$ cat src/core/cal_pkg.sv
// Package for the command/address latency block
package cal_pkg;
  localparam int CMD_W = 8;
  localparam int ADDR_W = 18;
  localparam int LAT_W = 3;
  localparam int MAX_LAT = 8;
  localparam logic [LAT_W-1:0] LAT_RST = 3'h0;
  localparam logic EN_RST = 1'b0;
  localparam int CAL_LAT_POS = 0;
  localparam int CAL_EN_POS = 3;
  localparam int ODT_PIPE = 1;
  localparam logic [CMD_W-1:0] CMD_MRS = 8'h01;
  localparam int CLK_PERIOD_NS = 100;
endpackage : cal_pkg

$ cat src/core/cal_if.sv
// Interface carrying the delay line request and answer
interface cal_if;
  logic [cal_pkg::CMD_W-1:0] cmd;
  logic [cal_pkg::ADDR_W-1:0] addr;
  logic [cal_pkg::LAT_W-1:0] lat;
  logic cs_low;
  logic tap_valid;
  logic [cal_pkg::CMD_W-1:0] tap_cmd;
  logic [cal_pkg::ADDR_W-1:0] tap_addr;
  modport src (output cmd, addr, lat, cs_low,
    input tap_valid, tap_cmd, tap_addr);
  modport dly (input cmd, addr, lat, cs_low,
    output tap_valid, tap_cmd, tap_addr);
endinterface : cal_if

$ cat src/core/cal_top.sv
// Command/address latency capture for the command port
module cal_top (
  input wire logic core_clk, // 10 MHz command clock
  input wire logic reset, // Sync reset, active high
  input wire logic cs_n, // Chip select, active low
  input wire logic [cal_pkg::CMD_W-1:0] cmd_in, // Command bus
  input wire logic [cal_pkg::ADDR_W-1:0] addr_in, // Address bus
  input wire logic odt_in, // Termination control
  output logic cmd_valid, // Captured command strobe
  output logic [cal_pkg::CMD_W-1:0] cmd_out, // Captured command
  output logic [cal_pkg::ADDR_W-1:0] addr_out, // Captured address
  output logic rcv_on, // Receiver enable
  output logic cal_en, // Latency feature on
  output logic [cal_pkg::LAT_W-1:0] cal_lat, // Latency in clocks
  output logic odt_out // Termination, fixed pipe
);
  typedef struct packed {
    logic en;
    logic [cal_pkg::LAT_W-1:0] lat;
    logic vld;
    logic [cal_pkg::CMD_W-1:0] cmd;
    logic [cal_pkg::ADDR_W-1:0] addr;
    logic rcv;
    logic [cal_pkg::LAT_W:0] hold;
    logic odt;
  } cal_st_t;
  cal_st_t st_r;
  cal_st_t st_nxt;
  logic cs_low;
  logic eff_zero;
  cal_if dbus ();
  assign cs_low = ~cs_n;
  // Disabled feature forces zero delay through the line
  assign eff_zero = ~st_r.en;
  assign dbus.cs_low = cs_low;
  assign dbus.cmd = cmd_in;
  assign dbus.addr = addr_in;
  assign dbus.lat = eff_zero ? 3'h0 : st_r.lat;
  cal_delay u_dly (
    .core_clk(core_clk),
    .reset(reset),
    .bus(dbus)
  );
  // Next state: capture, mode update, receiver power
  always_comb
  begin
    st_nxt = st_r;
    st_nxt.vld = 1'b0;
    if (dbus.tap_valid)
    begin
      st_nxt.vld = 1'b1;
      st_nxt.cmd = dbus.tap_cmd;
      st_nxt.addr = dbus.tap_addr;
      // mode command sets feature and count
      if (dbus.tap_cmd == cal_pkg::CMD_MRS)
      begin
        st_nxt.en = dbus.tap_addr[cal_pkg::CAL_EN_POS];
        st_nxt.lat = dbus.tap_addr[cal_pkg::CAL_LAT_POS +: cal_pkg::LAT_W];
      end
    end
    // keep receivers on while CS low or captures pending
    // Reload on every CS low, so back-to-back commands never drop power
    if (cs_low)
      st_nxt.hold = {1'b0, dbus.lat} + 4'h1;
    else if (st_r.hold != 4'h0)
      st_nxt.hold = st_r.hold - 4'h1;
    // power off once pending captures drain and CS high, only while the feature is on
    st_nxt.rcv = cs_low | (st_nxt.hold != 4'h0) | ~st_r.en;
    // fixed termination pipe regardless of latency
    st_nxt.odt = odt_in;
  end
  always_ff @(posedge core_clk)
  begin
    if (reset)
    begin
      st_r <= '0;
      st_r.en <= cal_pkg::EN_RST;
      st_r.lat <= cal_pkg::LAT_RST;
      st_r.rcv <= 1'b1;
    end
    else
      st_r <= st_nxt;
  end
  assign cmd_valid = st_r.vld;
  assign cmd_out = st_r.cmd;
  assign addr_out = st_r.addr;
  assign rcv_on = st_r.rcv;
  assign cal_en = st_r.en;
  assign cal_lat = st_r.lat;
  assign odt_out = st_r.odt;
endmodule : cal_top

$ cat src/core/cal_delay.sv
// Programmable delay line for CS and command/address capture
module cal_delay (
  input wire logic core_clk, // Clock
  input wire logic reset, // Sync reset
  cal_if.dly bus // Delay request and tap
);
  typedef struct packed {
    logic [cal_pkg::MAX_LAT-1:0] cs_sh;
  } cal_dly_st_t;
  cal_dly_st_t st_r;
  cal_dly_st_t st_nxt;
  logic [cal_pkg::MAX_LAT-1:0] sh_in;
  // Shift chain of CS markers, one flop per clock of delay
  genvar g;
  generate
    for (g = 0; g < cal_pkg::MAX_LAT; g++)
    begin : g_sh
      if (g == 0)
      begin : g_first
        assign sh_in[g] = bus.cs_low;
      end
      else
      begin : g_rest
        assign sh_in[g] = st_r.cs_sh[g-1];
      end
    end
  endgenerate
  always_comb
  begin
    st_nxt.cs_sh = sh_in;
  end
  always_ff @(posedge core_clk)
  begin
    if (reset)
      st_r <= '0;
    else
      st_r <= st_nxt;
  end
  // Tap chooses delayed CS; bus is sampled when the tap fires
  assign bus.tap_valid = (bus.lat == '0) ? bus.cs_low
                         : st_r.cs_sh[bus.lat - 3'h1];
  assign bus.tap_cmd = bus.cmd;
  assign bus.tap_addr = bus.addr;
endmodule : cal_delay

$ cat config.mk
export PLATFORM = sky130hd
export DESIGN_NAME = cal_top
export DESIGN_NICKNAME = d
export VERILOG_FILES = /design/src/core/cal_pkg.sv /design/src/core/cal_if.sv /design/src/core/cal_top.sv /design/src/core/cal_delay.sv
export SDC_FILE = /design/constraint.sdc
export NUM_CORES = 1
export LEC_CHECK = 0
export BUFFER_PORTS_ARGS = -buffer_cell sky130_fd_sc_hd__buf_2
export CAP_MARGIN = 10
export CORE_MARGIN = 8
export CORE_UTILIZATION = 47
export DETAILED_ROUTE_END_ITERATION = 10
export PLACE_DENSITY = 0.86
export SYNTH_ARGS = -nofsm -noshare
export SYNTH_HDL_FRONTEND = slang
export SYNTH_SLANG_ARGS = --single-unit
export TNS_END_PERCENT = 20
$ cat constraint.sdc
create_clock -name core_clk -period 1.9 [get_ports core_clk]
set_input_delay 0.19 -clock core_clk [delete_from_list [all_inputs] [get_ports core_clk]]
set_output_delay 0.19 -clock core_clk [all_outputs]
set_load 0.01 [all_outputs]
==> impl_metrics.toml, run 1 <==
[status]
status = "finished with violations"
violations = "negative setup slack"

[sta]
fmax_mhz = 501
fin_ws_ns = -0.0948
finClkSkew_ns = 0.00445
hold_ws_ns = 0.112
post-route-min-period_ns = 1.99
relSlewSlack_pct = 66.1
drv_slew = 0
setup_viol = 26
hold_viol = 0
tightest_slew_ns = 0.504
period_share_pct = 105
rsz0062_at_grt = "true"

[layout]
fin_nets = 303
drive_above_1_share_pct = 36.7
nFillCells = 414
area_delta_synth_final_pct = 18.2
layout_common_cells = "buf_2, nand2b_1, dfxtp_1"
antenna_cells_inserted = 0
layout_commonest_cell = "buf_2"

[global_routing]
grt_max_degree = 70
grt_pass1_wl_mm = 7.25
met2_usage_pct = 19.1
grt.total_usage_pct = 12.3
grt_pass1_vias = 1540
gr-total-overflow = 0
antenna_found_initial = 0
globalRouteMet1Util_pct = 14.4
gr-usage-met3_pct = 5.89
busiest_layer = "met2"

[synth]
synth_cells = 228
synth-seq-cells = 45
synth_top_area_share_pct = 40.1
syn_area_mm2 = 0.00225
syn-mean-instance-area_um2 = 9.85
yosys.cell_types.count = 33
synthTopCellsByArea = "dfxtp_1, nand2b_1, mux2i_1"
ys_seq_area_share_pct = 40.1
syn_nets = 262
synth_top_cell_by_area = "dfxtp_1"
yosysWarnings = 0

[routing]
wl_per_cell_um = 13.8
postRouteAntennaNets = 0
routed_via_density = 4.77
first_pass_iters = 4
totalWireLength_mm = 4.46
drc = 0
drt_iter0_drc = 56
via_count = 1544

[floorplanning]
fp.dieH_um = 85.1
coreArea_mm2 = 0.00466
die_area_mm2 = 0.00725
fp-row-count = 25
io_pins = 63
die_w_um = 85.1
start_util_pct = 48.2

[clock_network]
cts_made_buffers = 5
clkLatencyLatePin_ns = 0.29
post_cts_buffers = 0
cts.path.max_buffers = 2
clock_sinks = 45
cts_root_buf = "clkbuf_8"
cts_tree = "yes"
htree_levels = 2
path_clk_slew_ns = 0.09
hold_buffers = 0

[worst_setup_path]
worstSetupEndpoint = "addr_out[10]"
crit_required_ns = 2.09
worstRegToRegCells = 7
worst_setup_path_end_kind = "register"
cp-startpoint = "cal_en"
r2r_end = "addr_out[10]"
crit_type = "register to register"
ff2ff_setup_slack_ns = -0.09
r2r-start = "cal_en"
critPathMaxFanout = 11
arrival_ns = 2.18
start_kind = "register"

[power]
pwr-share-clk_pct = 38.2
power_frac_seq_pct = 48.7
peakVddDrop_uv = 384
internal_power_w = 0.00160
p_leak_nw = 1.31
comb_power_share_pct = 13.1
power_switching_share_pct = 23.1
power_density_mw_per_mm2 = 781
power.switching_w = 0.000479

[place]
dp_hpwl_mm = 3.17
pre_cts_ws_ns = -0.139
portBuffers = 62
gp_congestion = 0.744

[run]
drv_cap = 0

[hold_path]
min_path_type = "input port to register"
-- cell usage after synthesis --
master,number
nor3b_1,1
nor4_1,1
inv_1,6
or4_1,1
or3b_1,1
nand2_1,5
nand2b_1,56
o21ai_1,1
buf_2,1
mux2i_1,31
a21oi_1,1
dfxtp_1,45
nand3_1,1
nor2_1,7
nor4b_1,1
ha_1,4
clkbuf_1,7
nand2_2,1
o21a_1,1
buf_6,3
nor2b_1,9
inv_2,1
mux2_4,1
a41o_1,1
nor3_1,1
a211oi_1,3
xnor2_1,2
o21ai_2,1
xor2_1,1
buf_4,29
or3b_2,1
mux4_2,2
o2111ai_2,1
-- critical path, cell delays in order (launching register included) --
cell and delay [ns]:
dfxtp_4 0.39, nand2_4 0.08, ha_4 0.28, mux4_2 0.29, mux2_4 0.32, o21a_4 0.23
clkbuf_16 0.18, mux2i_1 0.12
-- logic make-up after synthesis --
family                   share of synthesized area (%)
AO/OA/AOI/OAI                                     3.29
XOR/XNOR                                          1.17
adder cells (fa/ha/maj)                           2.23
buffers and inverters                             13.8
flip-flops                                        40.1
multiplexers                                      16.5
AND/OR/NAND/NOR                                   23.0
-- metal layers --
metal	routed length [um]	vias to the layer above	share of wire [%]
li1	-	793	-
met1	2000	698	45
met2	2020	49	45
met3	406	4	9.1
met4	35	0	0.78
met5	0	-	0
-- flip-flops by register name, summed over array words and instances (netlist names), 3 cells and up --
signal	count
cal_lat	3
st_r	4
cmd_out	8
u_dly.st_r	8
addr_out	18
-- power groups by stage --
| stage | Clock, W | Combinational (W) | Sequential (W) |
|---|---|---|---|
| final | 0.000793 | 0.000271 | 0.00101 |
| after global routing | 0.000868 | 0.000304 | 0.00102 |
| after CTS | 0.000818 | 0.000264 | 0.00101 |
| after detailed placement | 0 | 0.000260 | 0.00103 |
| after global placement | 0 | 0.000253 | 0.00103 |
| after floorplan | 0 | 0.000213 | 0.00103 |
-- worst min path at each step --
stage | startpoint | to | slack, ns | cells past startpoint
floorplan | odt_in | odt_out | 0.32 | 1
global placement | odt_in | odt_out | 0.40 | 2
detailed placement | odt_in | odt_out | 0.41 | 2
CTS | odt_in | odt_out | 0.09 | 2
global route | odt_in | odt_out | 0.13 | 2
finish | odt_in | odt_out | 0.11 | 2
-- cell type report --
| class | instances | area [um^2] | share of cell area (%) |
|---|---|---|---|
| clock inverter | 2 | 35.0 | 1.32 |
| tap | 54 | 67.6 | 2.54 |
| timing repair buffer | 74 | 434 | 16.4 |
| sequential | 45 | 910 | 34.3 |
| clock buffer | 6 | 93.8 | 3.53 |
| multi-input combinational | 136 | 1090 | 40.9 |
| inverter | 7 | 28.8 | 1.08 |
-- timing repair --
action,4_1_cts,5_1_grt
endpoints found under the setup margin,26,32
gates resized for setup,2,8
gates cloned,0,1
-- metrics by stage --
step	utilization, %	area (um^2)	cells	TNS [ns]	power [W]
2_1_floorplan	-	2270	228	-1.17	0.00124
3_3_place_gp	52.9	2460	315	-0.222	0.00128
3_5_place_dp	52.9	2460	315	-1.75	0.00129
4_1_cts	55.9	2610	323	-2.05	0.00209
5_1_grt	57.0	2660	324	-3.71	0.00219
6_report	57.0	2660	324	-1.79	0.00207
Note: power is estimated with default switching activity, not from simulation.
==> inputs of run 2 (changes only) <==
- CORE_UTILIZATION: 47 -> 56
- PLACE_DENSITY: 0.86 -> 0.95
- clock period: 1.9 -> 2.3 ns (I/O delays scaled with it)
==> run 2 against run 1 <==
Highest routed layer unchanged. Sequential power fell by 17%. First-iteration DRC count rose by 32%. Clock power fell by 34%. Sequential cell count did not move. Final cell count fell by 4.3%. Utilization rose by 5.3 points. The flow now finishes without violations. Via count fell by 0.78%.
==> impl_metrics.toml, run 2 (synthesized netlist as in run 1, its figures left out) <==
[layout]
antenna_cells_inserted = 0
area_delta_synth_final_pct = 9.25
layout_common_cells = "buf_2, nand2b_1, dfxtp_1"
stdcell_area_mm2 = 0.00245
layout_commonest_cell = "buf_2"
largest_register_ffs = 18
nFillCells = 327
drive_above_1_share_pct = 31.2
fin_nets = 293

[floorplanning]
fp.dieH_um = 79.3
coreArea_mm2 = 0.00394
start_util_pct = 57.0
die_w_um = 79.3
fp-row-count = 23
die_area_mm2 = 0.00629
io_pins = 63

[clock_network]
clock_sinks = 45
htree_levels = 2
cts.path.max_buffers = 2
hold_buffers = 0
path_clk_slew_ns = 0.08
cts_tree = "yes"
clkLatencyLatePin_ns = 0.29
post_cts_buffers = 0
cts_made_buffers = 5
cts_root_buf = "clkbuf_8"

[routing]
drt_iter0_drc = 74
postRouteAntennaNets = 0
first_pass_iters = 4
wl_per_cell_um = 13.5
totalWireLength_mm = 4.19
via_count = 1532
drc = 0
routed_via_density = 4.94

[sta]
relSlewSlack_pct = 65.6
drv_slew = 0
period_share_pct = 93.7
hold_viol = 0
finalSetupTns_ns = 0
fmax_mhz = 464
hold_ws_ns = 0.143
tightest_slew_ns = 0.510
rsz0062_at_grt = "false"
post-route-min-period_ns = 2.15
finClkSkew_ns = 0.00858
setup_viol = 0

[power]
peakVddDrop_uv = 424
finalPower_w = 0.00157
power_density_mw_per_mm2 = 640
p_leak_nw = 1.19

[global_routing]
grt_max_degree = 70
grt_pass1_vias = 1617
grt.total_usage_pct = 13.6
antenna_found_initial = 0
grt_pass1_wl_mm = 6.92
gr-total-overflow = 0

[worst_setup_path]
ff2ff_setup_slack_ns = 0.15
timing.critical_path.slowest_stage_cell = "dfxtp_2"
critical_path.top_delay_family = "multiplexers"
crit_type = "register to register"
crit_chain = "nand2_1, ha_1, mux4_2, mux2_4, o21a_1, buf_4, mux2i_1"
crit_required_ns = 2.46
start_kind = "register"
critPathMaxFanout = 22
arrival_ns = 2.32
critPathMaxStageDelay_ns = 0.38
worst_setup_path_end_kind = "register"
crit_buf_inv = 1

[place]
dpl_cell_area_mm2 = 0.00235
portBuffers = 62
dp_hpwl_mm = 3.06
gp_congestion = 0.790

[run]
drv_cap = 0

[status]
status = "completed"

[hold_path]
min_path_type = "input port to register"
run 2: layer usage:
metal  global-route usage [%]  share of wire [%]
met5                        0                  0
met3                     4.63                7.2
met2                     24.2                 49
met4                     6.67                1.8
met1                     13.9                 42
run 2: final cells by class:
cell class | instances | area, um^2 | area share [%]
Clock buffer | 7 | 96.3 | 3.93
Clock inverter | 1 | 5.00 | 0.204
Inverter | 7 | 26.3 | 1.07
Multi-Input combinational cell | 136 | 1040 | 42.2
Sequential cell | 45 | 902 | 36.8
Tap cell | 50 | 62.6 | 2.55
Timing Repair Buffer | 64 | 325 | 13.3
run 2: where the power goes:
part	switching (W)	leakage [nW]	internal [W]
Sequential	0.0000190	0.370	0.000817
Combinational	0.000104	0.767	0.000104
Clock	0.000254	0.0542	0.000272
run 2: path summary, 6_finish.rpt:
path | end | cells after the start | start
max | addr_out[11] | 7 | cal_en
min | odt_out | 2 | odt_in
max reg2reg | addr_out[11] | 7 | cal_en
min reg2reg | u_dly.st_r[3] | 1 | u_dly.st_r[2]
run 2: timing repair:
| item | 4_1_cts | 5_1_grt |
|---|---|---|
| hold endpoints to repair | 0 | 0 |
| resized for setup | 0 | 1 |
| endpoints found under the setup margin | 0 | 22 |
run 2: through the flow:
step                      utilization [%]  instances  setup slack (ns)
after floorplan                         -        228             0.191
after global placement               59.6        302             0.206
after detailed placement             59.6        302             0.119
after CTS                            62.2        310            0.0903
after global routing                 62.2        310            0.0308
final                                62.2        310             0.145
==> inputs of run 3 (changes only) <==
==> constraint.sdc (replaced) <==
create_clock -name core_clk -period 2.6 [get_ports core_clk]
set_input_delay 0.52 -clock core_clk [delete_from_list [all_inputs] [get_ports core_clk]]
set_output_delay 0.52 -clock core_clk [all_outputs]
set_load 0.01 [all_outputs]
==> run 3 against run 2 <==
First-iteration DRC count shrank 34%. Design area is 0.46% lower. Worst hold slack improved by 0.29 ns. Combinational power shrank 12%. Non-clock buffer count unchanged. Sequential power shrank 12%. Critical path depth unchanged. Die area unchanged. Critical endpoint is now cmd_out[3]. Total power decreased by 14%.
==> impl_metrics.toml, run 3 (synthesized netlist as in run 1, its figures left out) <==
[routing]
drt_iter0_drc = 49
wl_per_cell_um = 12.8
drc = 0
postRouteAntennaNets = 0
totalWireLength_mm = 3.97
routed_via_density = 4.86
first_pass_iters = 4
via_count = 1506

[worst_setup_path]
ff2ff_setup_slack_ns = 0.41
worstRegToRegCells = 7
r2r_end = "cmd_out[3]"
arrival_ns = 2.37
r2r-start = "cal_en"
worst_setup_path_end_kind = "register"
critPathMaxFanout = 22
crit_type = "register to register"
crit_required_ns = 2.78
start_kind = "register"

[global_routing]
grt_pass1_vias = 1477
antenna_found_initial = 0
grt_max_degree = 70
grt_pass1_wl_mm = 6.51
gr-total-overflow = 0
grt.total_usage_pct = 12.8

[hold_path]
min_path_type = "input port to register"
min_to = "odt_out"
worstHoldStart = "odt_in"
holdPathStages = 2

[sta]
hold_viol = 0
period_share_pct = 84.3
setup_viol = 0
tightest_slew_ns = 0.483
finClkSkew_ns = 0.0109
relSlewSlack_pct = 67.4
finalSetupTns_ns = 0
post-route-min-period_ns = 2.19
rsz0062_at_grt = "false"
fmax_mhz = 456
drv_slew = 0

[status]
status = "completed"

[run]
drv_cap = 0

[layout]
layout_common_cells = "buf_2, nand2b_1, dfxtp_1"
nFillCells = 327
antenna_cells_inserted = 0
largest_register_ffs = 18
area_delta_synth_final_pct = 8.75
fin_nets = 293
drive_above_1_share_pct = 30.8
finalNonFillerCells = 310
layout_commonest_cell = "buf_2"

[clock_network]
cts_made_buffers = 5
clkLatencyLatePin_ns = 0.30
cts_root_buf = "clkbuf_8"
cts_tree = "yes"
ctsResizeCount = 0
post_cts_buffers = 0
path_clk_slew_ns = 0.08
cts.path.max_buffers = 2
htree_levels = 2
clock_sinks = 45
hold_buffers = 0

[floorplanning]
io_pins = 63
fp-row-count = 23
start_util_pct = 57.0
fp.dieH_um = 79.3
coreArea_mm2 = 0.00394
die_area_mm2 = 0.00629
die_w_um = 79.3

[place]
gp_congestion = 0.847
dp_hpwl_mm = 2.96
place_inst = 302
portBuffers = 62

[power]
p_leak_nw = 1.18
power_density_mw_per_mm2 = 556
peakVddDrop_uv = 352
run 3: how the worst max path moves through the flow:
| stage | from | end | slack [ns] | depth (start not counted) |
|---|---|---|---|---|
| 2_1_floorplan | cal_en | addr_out[10] | 0.49 | 8 |
| 3_5_place_dp | cal_en | addr_out[9] | 0.41 | 7 |
| 6_report | cal_en | cmd_out[3] | 0.41 | 7 |
| 3_3_place_gp | cal_en | addr_out[16] | 0.50 | 7 |
| 4_1_cts | cal_en | cmd_out[3] | 0.39 | 7 |
| 5_1_grt | cal_en | cmd_out[3] | 0.27 | 7 |
run 3: final cells by class:
| class | count | area (um^2) | area share, % |
|---|---|---|---|
| sequential | 45 | 901 | 36.9 |
| tap | 50 | 62.6 | 2.56 |
| clock inverter | 3 | 22.5 | 0.922 |
| timing repair buffer | 64 | 325 | 13.3 |
| clock buffer | 5 | 68.8 | 2.82 |
| multi-input combinational | 136 | 1040 | 42.4 |
| inverter | 7 | 26.3 | 1.08 |
run 3: metal layers:
layer	track usage, %	vias to the layer above	wire, um
li1	-	771	-
met3	5.76	8	345
met5	0	-	0
met4	5.56	0	80
met1	13.2	687	1660
met2	21.9	40	1880
run 3: report_power, final:
| group | switching, W | internal [W] |
|---|---|---|
| clock | 0.000244 | 0.000191 |
| sequential | 0.0000161 | 0.000723 |
| combinational | 0.0000913 | 0.0000917 |
| total | 0.000352 | 0.00101 |
run 3: worst max-delay path: stages, from the launching register on:
cell and delay (ns):
dfxtp_1 0.41, nand2_1 0.13, ha_1 0.35, mux4_2 0.30
mux2_4 0.30, o21a_1 0.17, buf_4 0.24, mux2i_1 0.16
run 3: stage by stage:
stage / total power (W) / cell area (um^2) / hold slack [ns] / utilization (%) / setup slack (ns)
2_1_floorplan: 0.000908 / 2250 / 0.432 / - / 0.491
3_3_place_gp: 0.000936 / 2350 / 0.448 / 59.6 / 0.502
3_5_place_dp: 0.000941 / 2350 / 0.457 / 59.6 / 0.408
4_1_cts: 0.00138 / 2440 / 0.418 / 61.9 / 0.391
5_1_grt: 0.00143 / 2440 / 0.449 / 61.9 / 0.271
6_report: 0.00136 / 2440 / 0.429 / 61.9 / 0.408
